`config.mk`:
```
export PLATFORM = sky130hd
export DESIGN_NAME = opsf_port
export DESIGN_NICKNAME = d
export VERILOG_FILES = /design/src/design/opsf_pkg.sv /design/src/design/opsf_clkdiv.sv /design/src/design/opsf_port.sv /design/src/design/opsf_sync.sv
export SDC_FILE = /design/constraint.sdc
export NUM_CORES = 1
export LEC_CHECK = 0
export BUFFER_PORTS_ARGS = -buffer_cell sky130_fd_sc_hd__buf_2
export CAP_MARGIN = 20
export CORE_MARGIN = 3
export CORE_UTILIZATION = 38
export DETAILED_ROUTE_END_ITERATION = 8
export PLACE_DENSITY = 0.74
export SETUP_SLACK_MARGIN = 0.2
export SLEW_MARGIN = 15
export SYNTH_ARGS = -nofsm -noshare
export SYNTH_HDL_FRONTEND = slang
export SYNTH_SLANG_ARGS = --single-unit
```
`constraint.sdc`:
```
create_clock -name clk_i -period 1.1 [get_ports clk_i]
set_input_delay 0.11 -clock clk_i [delete_from_list [all_inputs] [get_ports clk_i]]
set_output_delay 0.11 -clock clk_i [all_outputs]
set_load 0.05 [all_outputs]
```
`src/design/opsf_pkg.sv`:
```
// Constants, register map and option codes for the special-function output port.
package opsf_pkg;

  localparam int unsigned PADDR_W = 14;

  // Register indices as printed; byte address is four times the index.
  localparam logic [11:0] IDX_GROUP0   = 12'hF50;
  localparam logic [11:0] IDX_GROUP1   = 12'hF51;
  localparam logic [11:0] IDX_GROUP2   = 12'hF52;
  localparam logic [11:0] IDX_GROUP3   = 12'hF53;
  localparam logic [11:0] IDX_GROUP4   = 12'hF54;
  localparam logic [11:0] IDX_TIMER    = 12'hF79;
  localparam logic [11:0] IDX_FLOAT    = 12'hF7B;

  // Field positions.
  localparam int unsigned TMR_EN_BIT   = 3;
  localparam int unsigned TMR_SEL_LSB  = 0;
  localparam int unsigned G3_SPECIAL   = 15;
  localparam int unsigned G4_INV_CLK   = 16;
  localparam int unsigned G4_SPECIAL   = 18;
  localparam int unsigned G4_BUZZER    = 19;

  // Values after reset.
  localparam logic [3:0] GROUP4_RST    = 4'hF;
  localparam logic [3:0] FLOAT_RST     = 4'h0;
  localparam logic       TMR_EN_RST    = 1'h0;
  localparam logic [2:0] TMR_SEL_RST   = 3'h0;

  // Low-frequency oscillator rate in Hz and the slowest divider output.
  localparam int unsigned LF_OSC_HZ    = 32768;
  localparam int unsigned LF_MAX_DIV   = 128;

  // Build options for group3_bit3.
  typedef enum logic [1:0] {
    OPSF_G3_LEVEL = 2'h0,
    OPSF_G3_SERIAL_READY_OUT  = 2'h1,
    OPSF_G3_TCLK  = 2'h2
  } opsf_g3_opt_t;

  // Build options for group4_bit2.
  typedef enum logic [1:0] {
    OPSF_G42_LEVEL = 2'h0,
    OPSF_G42_IBUZ  = 2'h1,
    OPSF_G42_CLK   = 2'h2
  } opsf_g42_opt_t;

  // Clock-output source: 0 high-frequency, n = 1..8 low clock divided by 2**(n-1).
  localparam logic [3:0] CLK_SRC_HF    = 4'h0;

endpackage

```
`src/design/opsf_clkdiv.sv`:
```
// Build-time selected clock-output source: fast oscillator or divided slow oscillator.
module opsf_clkdiv import opsf_pkg::*; #(
  parameter logic [3:0] CLK_SRC = 4'h1
) (
  input  wire logic clk_i,
  input  wire logic arst_n_i,
  input  wire logic hf_i,
  input  wire logic lf_i,
  output logic      clk_out_o
);

  typedef struct packed {
    logic       lf_prev;
    logic [6:0] cnt;
    logic       out;
  } opsf_div_t;

  opsf_div_t st_r;
  opsf_div_t st_nxt;

  // Counter bit used for the divided sources; clamped so that the branch kept for the
  // undivided sources still names a real bit of the counter.
  localparam int unsigned DIV_TAP = (CLK_SRC > 4'h1) ? 32'(CLK_SRC - 4'h2) : 32'd0;

  // Count slow-clock rising edges; counter bit k toggles at the slow rate over 2**(k+1).
  always_comb begin
    st_nxt         = st_r;
    st_nxt.lf_prev = lf_i;
    if (lf_i && !st_r.lf_prev) begin
      st_nxt.cnt = st_r.cnt + 7'h01;
    end
    if (CLK_SRC == CLK_SRC_HF) begin
      st_nxt.out = hf_i;
    end else if (CLK_SRC == 4'h1) begin
      st_nxt.out = lf_i;
    end else begin
      st_nxt.out = st_r.cnt[DIV_TAP];
    end
  end

  always_ff @(posedge clk_i or negedge arst_n_i) begin
    if (!arst_n_i) begin
      st_r <= '0;
    end else begin
      st_r <= st_nxt;
    end
  end

  assign clk_out_o = st_r.out;

endmodule

```
`src/design/opsf_port.sv`:
```
// Twenty-bit output port with APB registers and build-time special pin functions.
//
// The APB slave port is this design's own decision.
module opsf_port import opsf_pkg::*; #(
  parameter opsf_g3_opt_t  G3_OPT       = OPSF_G3_LEVEL,
  parameter logic          G3_TWO_STATE = 1'b0,
  parameter logic          G4_BUZZ_OPT  = 1'b0,
  parameter opsf_g42_opt_t G42_OPT      = OPSF_G42_LEVEL,
  parameter logic          G40_ICLK_OPT = 1'b0,
  parameter logic [3:0]    CLK_SRC      = 4'h1,
  parameter logic [19:0]   OPEN_DRAIN   = 20'h00000
) (
  input  wire logic               clk_i,
  input  wire logic               arst_n_i,
  input  wire logic               psel_i,
  input  wire logic               penable_i,
  input  wire logic               pwrite_i,
  input  wire logic [PADDR_W-1:0] paddr_i,
  input  wire logic [31:0]        pwdata_i,
  output logic      [31:0]        prdata_o,
  output logic                    pready_o,
  output logic                    pslverr_o,
  input  wire logic               buzzer_i,
  input  wire logic               serial_ready_i,
  input  wire logic               timer_clock_i,
  output logic      [2:0]         timer_clock_select_o,
  input  wire logic               high_freq_osc_clock_i,
  input  wire logic               low_freq_osc_clock_i,
  output logic      [19:0]        pin_o,
  output logic      [19:0]        pin_oe_o
);

  typedef struct packed {
    logic [4:0][3:0] data;
    logic [3:0]      flt;
    logic            tmr_en;
    logic [2:0]      tmr_sel;
    logic [31:0]     rdata;
  } opsf_state_t;

  opsf_state_t st_r;
  opsf_state_t st_nxt;

  logic [1:0]  osc_sync;
  logic        div_clk;
  logic [11:0] idx;
  logic        hit;
  logic        setup;
  logic        access;
  logic [31:0] rd_val;
  logic [19:0] lvl;
  logic [19:0] drive;

  // Oscillators come from outside this clock domain.
  opsf_sync #(
    .WIDTH (2)
  ) u_sync (
    .clk_i    (clk_i),
    .arst_n_i (arst_n_i),
    .async_i  ({high_freq_osc_clock_i, low_freq_osc_clock_i}),
    .sync_o   (osc_sync)
  );

  // The divider registers the oscillator it samples, so its output is glitch free here
  // while the pad itself can still show a short pulse when a data bit toggles.
  opsf_clkdiv #(
    .CLK_SRC (CLK_SRC)
  ) u_clkdiv (
    .clk_i     (clk_i),
    .arst_n_i  (arst_n_i),
    .hf_i      (osc_sync[1]),
    .lf_i      (osc_sync[0]),
    .clk_out_o (div_clk)
  );

  // Address decode: word aligned, index is the upper address bits.
  assign idx    = paddr_i[PADDR_W-1:2];
  assign setup  = psel_i && !penable_i;
  assign access = psel_i && penable_i;
  assign hit    = (paddr_i[1:0] == 2'h0) &&
                  (idx == IDX_GROUP0 || idx == IDX_GROUP1 || idx == IDX_GROUP2 ||
                   idx == IDX_GROUP3 || idx == IDX_GROUP4 || idx == IDX_TIMER || idx == IDX_FLOAT);

  // Read mux; every data bit reads back, including group4_bit2 as plain storage.
  always_comb begin
    rd_val = 32'h0000_0000;
    case (idx)
      IDX_GROUP0: rd_val[3:0] = st_r.data[0];
      IDX_GROUP1: rd_val[3:0] = st_r.data[1];
      IDX_GROUP2: rd_val[3:0] = st_r.data[2];
      IDX_GROUP3: rd_val[3:0] = st_r.data[3];
      IDX_GROUP4: rd_val[3:0] = st_r.data[4];
      IDX_TIMER: begin
        rd_val[TMR_EN_BIT]               = st_r.tmr_en;
        rd_val[TMR_SEL_LSB +: 3]         = st_r.tmr_sel;
      end
      IDX_FLOAT:  rd_val[3:0] = st_r.flt;
      default:    rd_val = 32'h0000_0000;
    endcase
  end

  // Writes land at the access edge; read data is captured in the setup cycle
  // so that it is a flop output without needing a wait state.
  always_comb begin
    st_nxt = st_r;
    if (setup) begin
      st_nxt.rdata = hit ? rd_val : 32'h0000_0000;
    end
    if (access && pwrite_i && hit) begin
      case (idx)
        IDX_GROUP0: st_nxt.data[0] = pwdata_i[3:0];
        IDX_GROUP1: st_nxt.data[1] = pwdata_i[3:0];
        IDX_GROUP2: st_nxt.data[2] = pwdata_i[3:0];
        IDX_GROUP3: st_nxt.data[3] = pwdata_i[3:0];
        IDX_GROUP4: st_nxt.data[4] = pwdata_i[3:0];
        IDX_TIMER: begin
          st_nxt.tmr_en  = pwdata_i[TMR_EN_BIT];
          st_nxt.tmr_sel = pwdata_i[TMR_SEL_LSB +: 3];
        end
        IDX_FLOAT:  st_nxt.flt = pwdata_i[3:0];
        default:    st_nxt.flt = st_r.flt;
      endcase
    end
  end

  // Groups zero to three are deliberately left out of reset, so their read data, and their plain
  // pins once the float controls enable them, are undefined until software writes them.
  always_ff @(posedge clk_i or negedge arst_n_i) begin
    if (!arst_n_i) begin
      st_r.data[4] <= GROUP4_RST;
      st_r.flt     <= FLOAT_RST;
      st_r.tmr_en  <= TMR_EN_RST;
      st_r.tmr_sel <= TMR_SEL_RST;
      st_r.rdata   <= 32'h0000_0000;
    end else begin
      st_r <= st_nxt;
    end
  end

  assign pready_o             = 1'b1;
  assign pslverr_o            = access && !hit;
  assign prdata_o             = st_r.rdata;
  assign timer_clock_select_o = st_r.tmr_sel;

  // Pin levels: plain register bits unless a special function is built in.
  always_comb begin
    lvl = {st_r.data[4], st_r.data[3], st_r.data[2], st_r.data[1], st_r.data[0]};
    case (G3_OPT)
      OPSF_G3_SERIAL_READY_OUT: lvl[G3_SPECIAL] = serial_ready_i;
      OPSF_G3_TCLK: begin
        if (st_r.tmr_en) begin
          lvl[G3_SPECIAL] = st_r.data[3][3] | timer_clock_i;
        end else begin
          lvl[G3_SPECIAL] = st_r.data[3][3];
        end
      end
      default:      lvl[G3_SPECIAL] = st_r.data[3][3];
    endcase
    if (G4_BUZZ_OPT) begin
      lvl[G4_BUZZER] = !st_r.data[4][3] && buzzer_i;
    end
    case (G42_OPT)
      OPSF_G42_IBUZ: lvl[G4_SPECIAL] = !st_r.data[4][3] && !buzzer_i;
      OPSF_G42_CLK:  lvl[G4_SPECIAL] = st_r.data[4][2] | div_clk;
      default:       lvl[G4_SPECIAL] = st_r.data[4][2];
    endcase
    if (G40_ICLK_OPT) begin
      lvl[G4_INV_CLK] = st_r.data[4][0] | !div_clk;
    end
  end

  // Per-pin driver: float control on pins 0 to 15 (pins 16 to 19 always driven), then push-pull or open-drain stage.
  genvar gi;
  generate
    for (gi = 0; gi < 20; gi++) begin : g_pin
      if (gi < 16) begin : g_flt
        if (gi == G3_SPECIAL) begin : g_g3
          assign drive[gi] = st_r.flt[gi/4] || G3_TWO_STATE;
        end else begin : g_plain
          assign drive[gi] = st_r.flt[gi/4];
        end
      end else begin : g_fixed
        assign drive[gi] = 1'b1;
      end
      // Open-drain pins only pull low; the level output is then always zero.
      assign pin_oe_o[gi] = drive[gi] && (!OPEN_DRAIN[gi] || !lvl[gi]);
      assign pin_o[gi]    = drive[gi] && !OPEN_DRAIN[gi] && lvl[gi];
    end
  endgenerate

  // Checks on the register path and on the pin functions.
  write_lands_a: assert property (@(posedge clk_i) disable iff (!arst_n_i)
    (access && pwrite_i && paddr_i == {IDX_GROUP1, 2'h0})
      |=> (st_r.data[1] == $past(pwdata_i[3:0])) && (lvl[7:4] == $past(pwdata_i[3:0])))
    else $error("group one write did not reach the pin level");

  float_group_a: assert property (@(posedge clk_i) disable iff (!arst_n_i)
    !st_r.flt[0] |-> pin_oe_o[3:0] == 4'h0)
    else $error("floated group zero is still driven");

  read_back_a: assert property (@(posedge clk_i) disable iff (!arst_n_i)
    (setup && !pwrite_i && paddr_i == {IDX_GROUP4, 2'h0}) ##1 access
      |-> prdata_o[3:0] == st_r.data[4])
    else $error("group four read data does not match the register");

  buzz_gate_a: assert property (@(posedge clk_i) disable iff (!arst_n_i)
    (G4_BUZZ_OPT && st_r.data[4][3]) |-> !lvl[G4_BUZZER] && (G42_OPT != OPSF_G42_IBUZ || !lvl[G4_SPECIAL]))
    else $error("buzzer pins not low while gated off");

  buzz_pair_a: assert property (@(posedge clk_i) disable iff (!arst_n_i)
    (G4_BUZZ_OPT && G42_OPT == OPSF_G42_IBUZ && !st_r.data[4][3])
      |-> lvl[G4_BUZZER] != lvl[G4_SPECIAL])
    else $error("buzzer and inverted buzzer not complementary");

  clk_hold_a: assert property (@(posedge clk_i) disable iff (!arst_n_i)
    (G42_OPT == OPSF_G42_CLK && st_r.data[4][2]) |-> lvl[G4_SPECIAL])
    else $error("clock pin not held high while off");

  clk_anti_a: assert property (@(posedge clk_i) disable iff (!arst_n_i)
    (G42_OPT == OPSF_G42_CLK && G40_ICLK_OPT && !st_r.data[4][2] && !st_r.data[4][0])
      |-> lvl[G4_INV_CLK] != lvl[G4_SPECIAL])
    else $error("inverted clock pin not in antiphase");

  timer_dc_a: assert property (@(posedge clk_i) disable iff (!arst_n_i)
    (G3_OPT == OPSF_G3_TCLK && !st_r.tmr_en) |-> lvl[G3_SPECIAL] === st_r.data[3][3])
    else $error("timer pin not a level output while disabled");

  timer_on_a: assert property (@(posedge clk_i) disable iff (!arst_n_i)
    (G3_OPT == OPSF_G3_TCLK && st_r.tmr_en && !st_r.data[3][3]) |-> lvl[G3_SPECIAL] == timer_clock_i)
    else $error("timer clock not passed to the pin");

  unmapped_err_a: assert property (@(posedge clk_i) disable iff (!arst_n_i)
    (access && !hit) |-> pslverr_o && prdata_o == 32'h0000_0000)
    else $error("unmapped access not refused");

  // Reset values, register writes and each special-pin build option except the inverted clock and the plain group3_bit3 and group4_bit2 levels.
  // Groups zero to three hold unknown data until written, so pin comparisons on them match exactly.
  float_reset_a: assert property (@(posedge clk_i) disable iff (!arst_n_i)
    $rose(arst_n_i) |-> st_r.flt == FLOAT_RST)
    else $error("float controls not cleared by reset");

  group4_reset_a: assert property (@(posedge clk_i) disable iff (!arst_n_i)
    $rose(arst_n_i) |-> st_r.data[4] == GROUP4_RST)
    else $error("group four data not set by reset");

  flt_write_a: assert property (@(posedge clk_i) disable iff (!arst_n_i)
    (access && pwrite_i && paddr_i == {IDX_FLOAT, 2'h0})
      |=> st_r.flt == $past(pwdata_i[3:0]))
    else $error("float control write did not land");

  tmr_write_a: assert property (@(posedge clk_i) disable iff (!arst_n_i)
    (access && pwrite_i && paddr_i == {IDX_TIMER, 2'h0})
      |=> timer_clock_select_o == $past(pwdata_i[TMR_SEL_LSB +: 3])
          && st_r.tmr_en == $past(pwdata_i[TMR_EN_BIT]))
    else $error("timer control write did not land");

  read_zero_a: assert property (@(posedge clk_i) disable iff (!arst_n_i)
    access |-> prdata_o[31:4] == 28'h0000000)
    else $error("read data has bits above the four-bit register");

  plain_level_a: assert property (@(posedge clk_i) disable iff (!arst_n_i)
    st_r.flt[2]
      |-> pin_o[11:8] === (st_r.data[2] & ~OPEN_DRAIN[11:8]))
    else $error("group two pins do not follow their data bits");

  float_drive_a: assert property (@(posedge clk_i) disable iff (!arst_n_i)
    (st_r.flt == 4'hF)
      |-> (pin_oe_o[15:0] | OPEN_DRAIN[15:0]) == 16'hFFFF)
    else $error("enabled group not driven");

  od_low_only_a: assert property (@(posedge clk_i) disable iff (!arst_n_i)
    (pin_o & OPEN_DRAIN) == 20'h00000)
    else $error("open-drain pin driven high");

  two_state_a: assert property (@(posedge clk_i) disable iff (!arst_n_i)
    (G3_TWO_STATE && !OPEN_DRAIN[G3_SPECIAL]) |-> pin_oe_o[G3_SPECIAL])
    else $error("two-state pin released by its float control");

  serial_ready_out_pass_a: assert property (@(posedge clk_i) disable iff (!arst_n_i)
    (G3_OPT == OPSF_G3_SERIAL_READY_OUT) |-> lvl[G3_SPECIAL] == serial_ready_i)
    else $error("serial ready level not on its pin");

  timer_off_a: assert property (@(posedge clk_i) disable iff (!arst_n_i)
    (G3_OPT == OPSF_G3_TCLK && st_r.tmr_en && st_r.data[3][3])
      |-> lvl[G3_SPECIAL])
    else $error("timer clock pin not held high while off");

  g4_plain_a: assert property (@(posedge clk_i) disable iff (!arst_n_i)
    !G4_BUZZ_OPT
      |-> lvl[G4_BUZZER] == st_r.data[4][3] && lvl[G4_SPECIAL - 1] == st_r.data[4][1])
    else $error("plain group four pin does not follow its data bit");

  buzz_emit_a: assert property (@(posedge clk_i) disable iff (!arst_n_i)
    (G4_BUZZ_OPT && !st_r.data[4][3]) |-> lvl[G4_BUZZER] == buzzer_i)
    else $error("buzzer signal not on its pin while enabled");

  ibuz_store_a: assert property (@(posedge clk_i) disable iff (!arst_n_i)
    (G42_OPT == OPSF_G42_IBUZ && $changed(st_r.data[4][2]) && $stable(st_r.data[4][3]) && $stable(buzzer_i))
      |-> $stable(lvl[G4_SPECIAL]))
    else $error("storage bit reached the inverted buzzer pin");

  clk_emit_a: assert property (@(posedge clk_i) disable iff (!arst_n_i)
    (G42_OPT == OPSF_G42_CLK && !st_r.data[4][2])
      |-> lvl[G4_SPECIAL] == div_clk)
    else $error("clock not on its pin while enabled");

endmodule

```
`src/design/opsf_sync.sv`:
```
// Two-flop synchroniser for oscillator levels entering the CPU clock domain.
module opsf_sync import opsf_pkg::*; #(
  parameter int unsigned WIDTH = 2
) (
  input  wire logic             clk_i,
  input  wire logic             arst_n_i,
  input  wire logic [WIDTH-1:0] async_i,
  output logic      [WIDTH-1:0] sync_o
);

  typedef struct packed {
    logic [WIDTH-1:0] meta;
    logic [WIDTH-1:0] stable;
  } opsf_sync_t;

  opsf_sync_t st_r;
  opsf_sync_t st_nxt;

  // The first stage feeds only the second stage.
  always_comb begin
    st_nxt.meta   = async_i;
    st_nxt.stable = st_r.meta;
  end

  // Both stages reset to a quiet low level.
  always_ff @(posedge clk_i or negedge arst_n_i) begin
    if (!arst_n_i) begin
      st_r <= '0;
    end else begin
      st_r <= st_nxt;
    end
  end

  assign sync_o = st_r.stable;

endmodule
```
==> impl_metrics.csv <==
group,metric,value,unit
placed_design,dp_hpwl,3707,um
global_route,grt.overflow.total,0,
cts,numCtsBuffers,5,
cts,h-tree-depth,2,
pwr,p_leak,1.455,nW
sta,hold_viol,0,
drt,vias,1568,
setup_path,crit_chain,"buf_6 > nand3b_1 > or4_4 > or3_4 > mux2_4",
run_status,status,"finished with violations",
setup_path,cp.required,1.26,ns
floorplanning,die_area,6282,um2
setup_path,critPathLaunchType,"input port",
synth,synth.avg_cell_area,11.14,um2
setup_path,cp-end-kind,"flip-flop",
layout,drive_gt1_share,65.44,%
synth,yosysSeqAreaShare,43.44,%
synth,synth_cell_types,35,
global_route,grt_use_met3,5.329,%
sta,rsz0062_at_grt,"true",
synth,synth_cells,183,
placed_design,io_buffers,66,
layout,final_util,62.78,%
cts,root_buffer,"clkbuf_8",
global_route,grt_pass1_vias,1660,
drt,ant_nets,0,
sta,period_share,129.8,%
global_route,grt_max_degree,17,
floorplanning,io_pins,133,
setup_path,r2r_start,"lvl[10]$_DFFE_PP_",
layout,antenna_cells,0,
setup_path,slowest_delay,0.53,ns
sta,slew_viol_final,0,
setup_path,worstRegToRegCells,3,
setup_path,critPathArrivalTime,1.59,ns
setup_path,worstSetupPathType,"in -> reg",
global_route,antenna_found_initial,0,
layout,n_fill_cell,364,
drt,post-route-drc-count,0,
floorplanning,die_h,79.26,um
setup_path,rrSetupSlack,-0.19,ns
sta,fmaxAchievable,700.5,MHz
drt,drt_iter0_drc,71,
placed_design,gp_congestion,0.9418,
cts,cts_sinks,32,
drt,wl_per_cell,16.46,um
sta,fin_crit,1.428,ns
floorplanning,initial_core_util,39.68,%
sta,layout_setup_ws,-0.3276,ns
floorplanning,fp.dieW,79.26,um
sta,finalSetupViolCount,69,
synth,synthArstFlopShare,50.00,%
drt,post_drt_via_cell_ratio,4.585,
setup_path,crit_family,"simple AND/OR/NAND/NOR gates",
global_route,grtUsageMet1,21.77,%
cts,cts_tree,"built",
setup_path,worst-path-max-fanout,4,
floorplanning,core,5140,um2
setup_path,crit_start,"paddr_i[9]",
pwr,peakVddDrop,0.8020,mV
cts,clk_transition_reported_paths,0.07,ns
drt,wl,5629,um
global_route,grtUsageTotal,18.08,%
run_status,violations,"negative setup slack",
synth,netlist_area,2039,um2
placed_design,place_ws,-0.6440,ns
min_path,hold_path.class,"in -> reg",
setup_path,r2r-end,"prdata_o[2]$_DFFE_PN0P_",
cts,clk_latency,0.28,ns
global_route,grt_pass1_wl,8625,um
global_route,top_usage_layer,"met2",
setup_path,cp_slowest_cell,"or4_4",
setup_path,path_buf_inv,1,
synth,synth_seq_cells,32,
drt,drt-pass1-iter-count,4,
flow_run,maxCapViolCount,0,
sta,fin_worst_skew,0.007265,ns
global_route,met2_usage,31.82,%
sta,fin_hold_ws,0.1337,ns
pwr,powerDensity,862.3,nW/um2
setup_path,cp.depth,5,
sta,tns,-10.27,ns
layout,area_delta_synth_final,58.22,%
setup_path,endpoint,"timer_clock_select_o[2]$_DFFE_PN0P_",
synth,ys_warn_count,0,
floorplanning,std_cell_rows,26,
layout,nets,327,
cts,cts_buffer_depth,2,
synth,synth_edf_count,16,
synth,yosys_most_used_dff,"edfxtp_1",
[synth_stat cells (all sizes together), types with 2 or more instances]
cell type  number  area, um2
buf            62      459.2
and2           16      100.1
edfxtp         16      480.5
dfrtp          12      300.3
mux2           12      150.2
nand2           9      33.78
a21oi           5      25.02
o21ai           5      25.02
dfstp           4      105.1
mux2i           4      40.04
mux4            4      90.09
nor3            4      25.02
o32ai           4      35.03
clkbuf          3      11.26
inv             3      11.26
nor2            3      11.26
conb            2      7.510
nand4           2      12.51
nand4b          2      17.52
nor4            2      27.53
or2             2      12.52
[through the flow]
stage	instances	total power, W	cell area (um2)
floorplan	214	0.001724	2263
global placement	322	0.001747	2462
detailed placement	322	0.001753	2462
CTS	341	0.002775	3139
global route	342	0.002870	3227
finish	342	0.002783	3227
[state kept, by name (all words and copies together) (netlist names)]
register and flops:
lvl 16, pin_o 4, st_r 1, timer_clock_select_o 3, pin_oe_o 4, prdata_o 4
[worst min-delay path by stage]
stage / from / end / slack [ns] / cells past startpoint
after detailed placement: arst_n_i / pin_oe_o[8]$_DFFE_PN0P_ / 0.1 / 2
after CTS: pwdata_i[0] / lvl[12]$_DFFE_PP_ / 0.13 / 1
after global placement: arst_n_i / pin_oe_o[12]$_DFFE_PN0P_ / 0.09 / 2
final: pwdata_i[0] / lvl[12]$_DFFE_PP_ / 0.13 / 1
after floorplan: arst_n_i / pin_oe_o[0]$_DFFE_PN0P_ / -0.19 / 0
after global routing: pwdata_i[0] / lvl[8]$_DFFE_PP_ / 0.14 / 1
[cell type report]
cell class	instances	area, um2	share of cell area (%)
inverter	4	15.01	0.4653
tap	70	87.58	2.714
sequential	32	889.6	27.57
timing repair buffer	115	1157	35.87
clock buffer	8	100.1	3.102
multi-input combinational	113	977.2	30.28
[layout by cell type (no fill, tap or decap), types with 2 or more instances in the layout]
cell | synthesis | routed
buf_4 | 60 | 41
conb_1 | 2 | 33
buf_8 | 0 | 30
buf_6 | 0 | 23
buf_2 | 1 | 18
edfxtp_1 | 16 | 16
and2_4 | 0 | 13
mux2_4 | 4 | 11
nand2_1 | 9 | 9
dfrtp_1 | 12 | 9
clkbuf_8 | 0 | 7
mux4_2 | 4 | 4
mux2i_1 | 4 | 4
a21oi_2 | 0 | 4
o21ai_1 | 3 | 4
dfstp_2 | 4 | 4
and2_2 | 0 | 3
inv_1 | 3 | 3
nor3_4 | 0 | 3
dfrtp_2 | 0 | 3
nand4_1 | 2 | 2
nor4_4 | 1 | 2
nand4b_1 | 2 | 2
nor2_4 | 0 | 2
o32ai_1 | 4 | 2
buf_12 | 0 | 2
[routing by layer]
metal / wire length (um) / up-vias
li1: - / 713
met5: 0 / -
met2: 2950 / 86
met1: 2175 / 763
met3: 464 / 6
met4: 39 / 0
[cells by family after synthesis]
family	count (synthesis)	share of synthesized area (%)
compound gates	15	4.539
buf+inv	69	23.80
flops	32	43.44
mux	20	13.74
other cells	2	0.3682
simple gates	45	14.11
[power breakdown]
part	switching [W]	internal [W]	leakage, nW	total (W)
clock network	0.000435	0.000571	0.0515	0.00101
logic	0.000389	0.000128	1.06	0.000517
registers	0.000000243	0.00126	0.348	0.00126
[repair_timing]
action                                  4_1_cts  5_1_grt
endpoints found under the hold margin        12        0
gates resized for setup                     150       16
endpoints found under the setup margin       76       76
hold buffers                                  1        0
pin swaps                                     5        2
setup buffers                                10        1
Note: power is estimated with default switching activity, not from simulation.
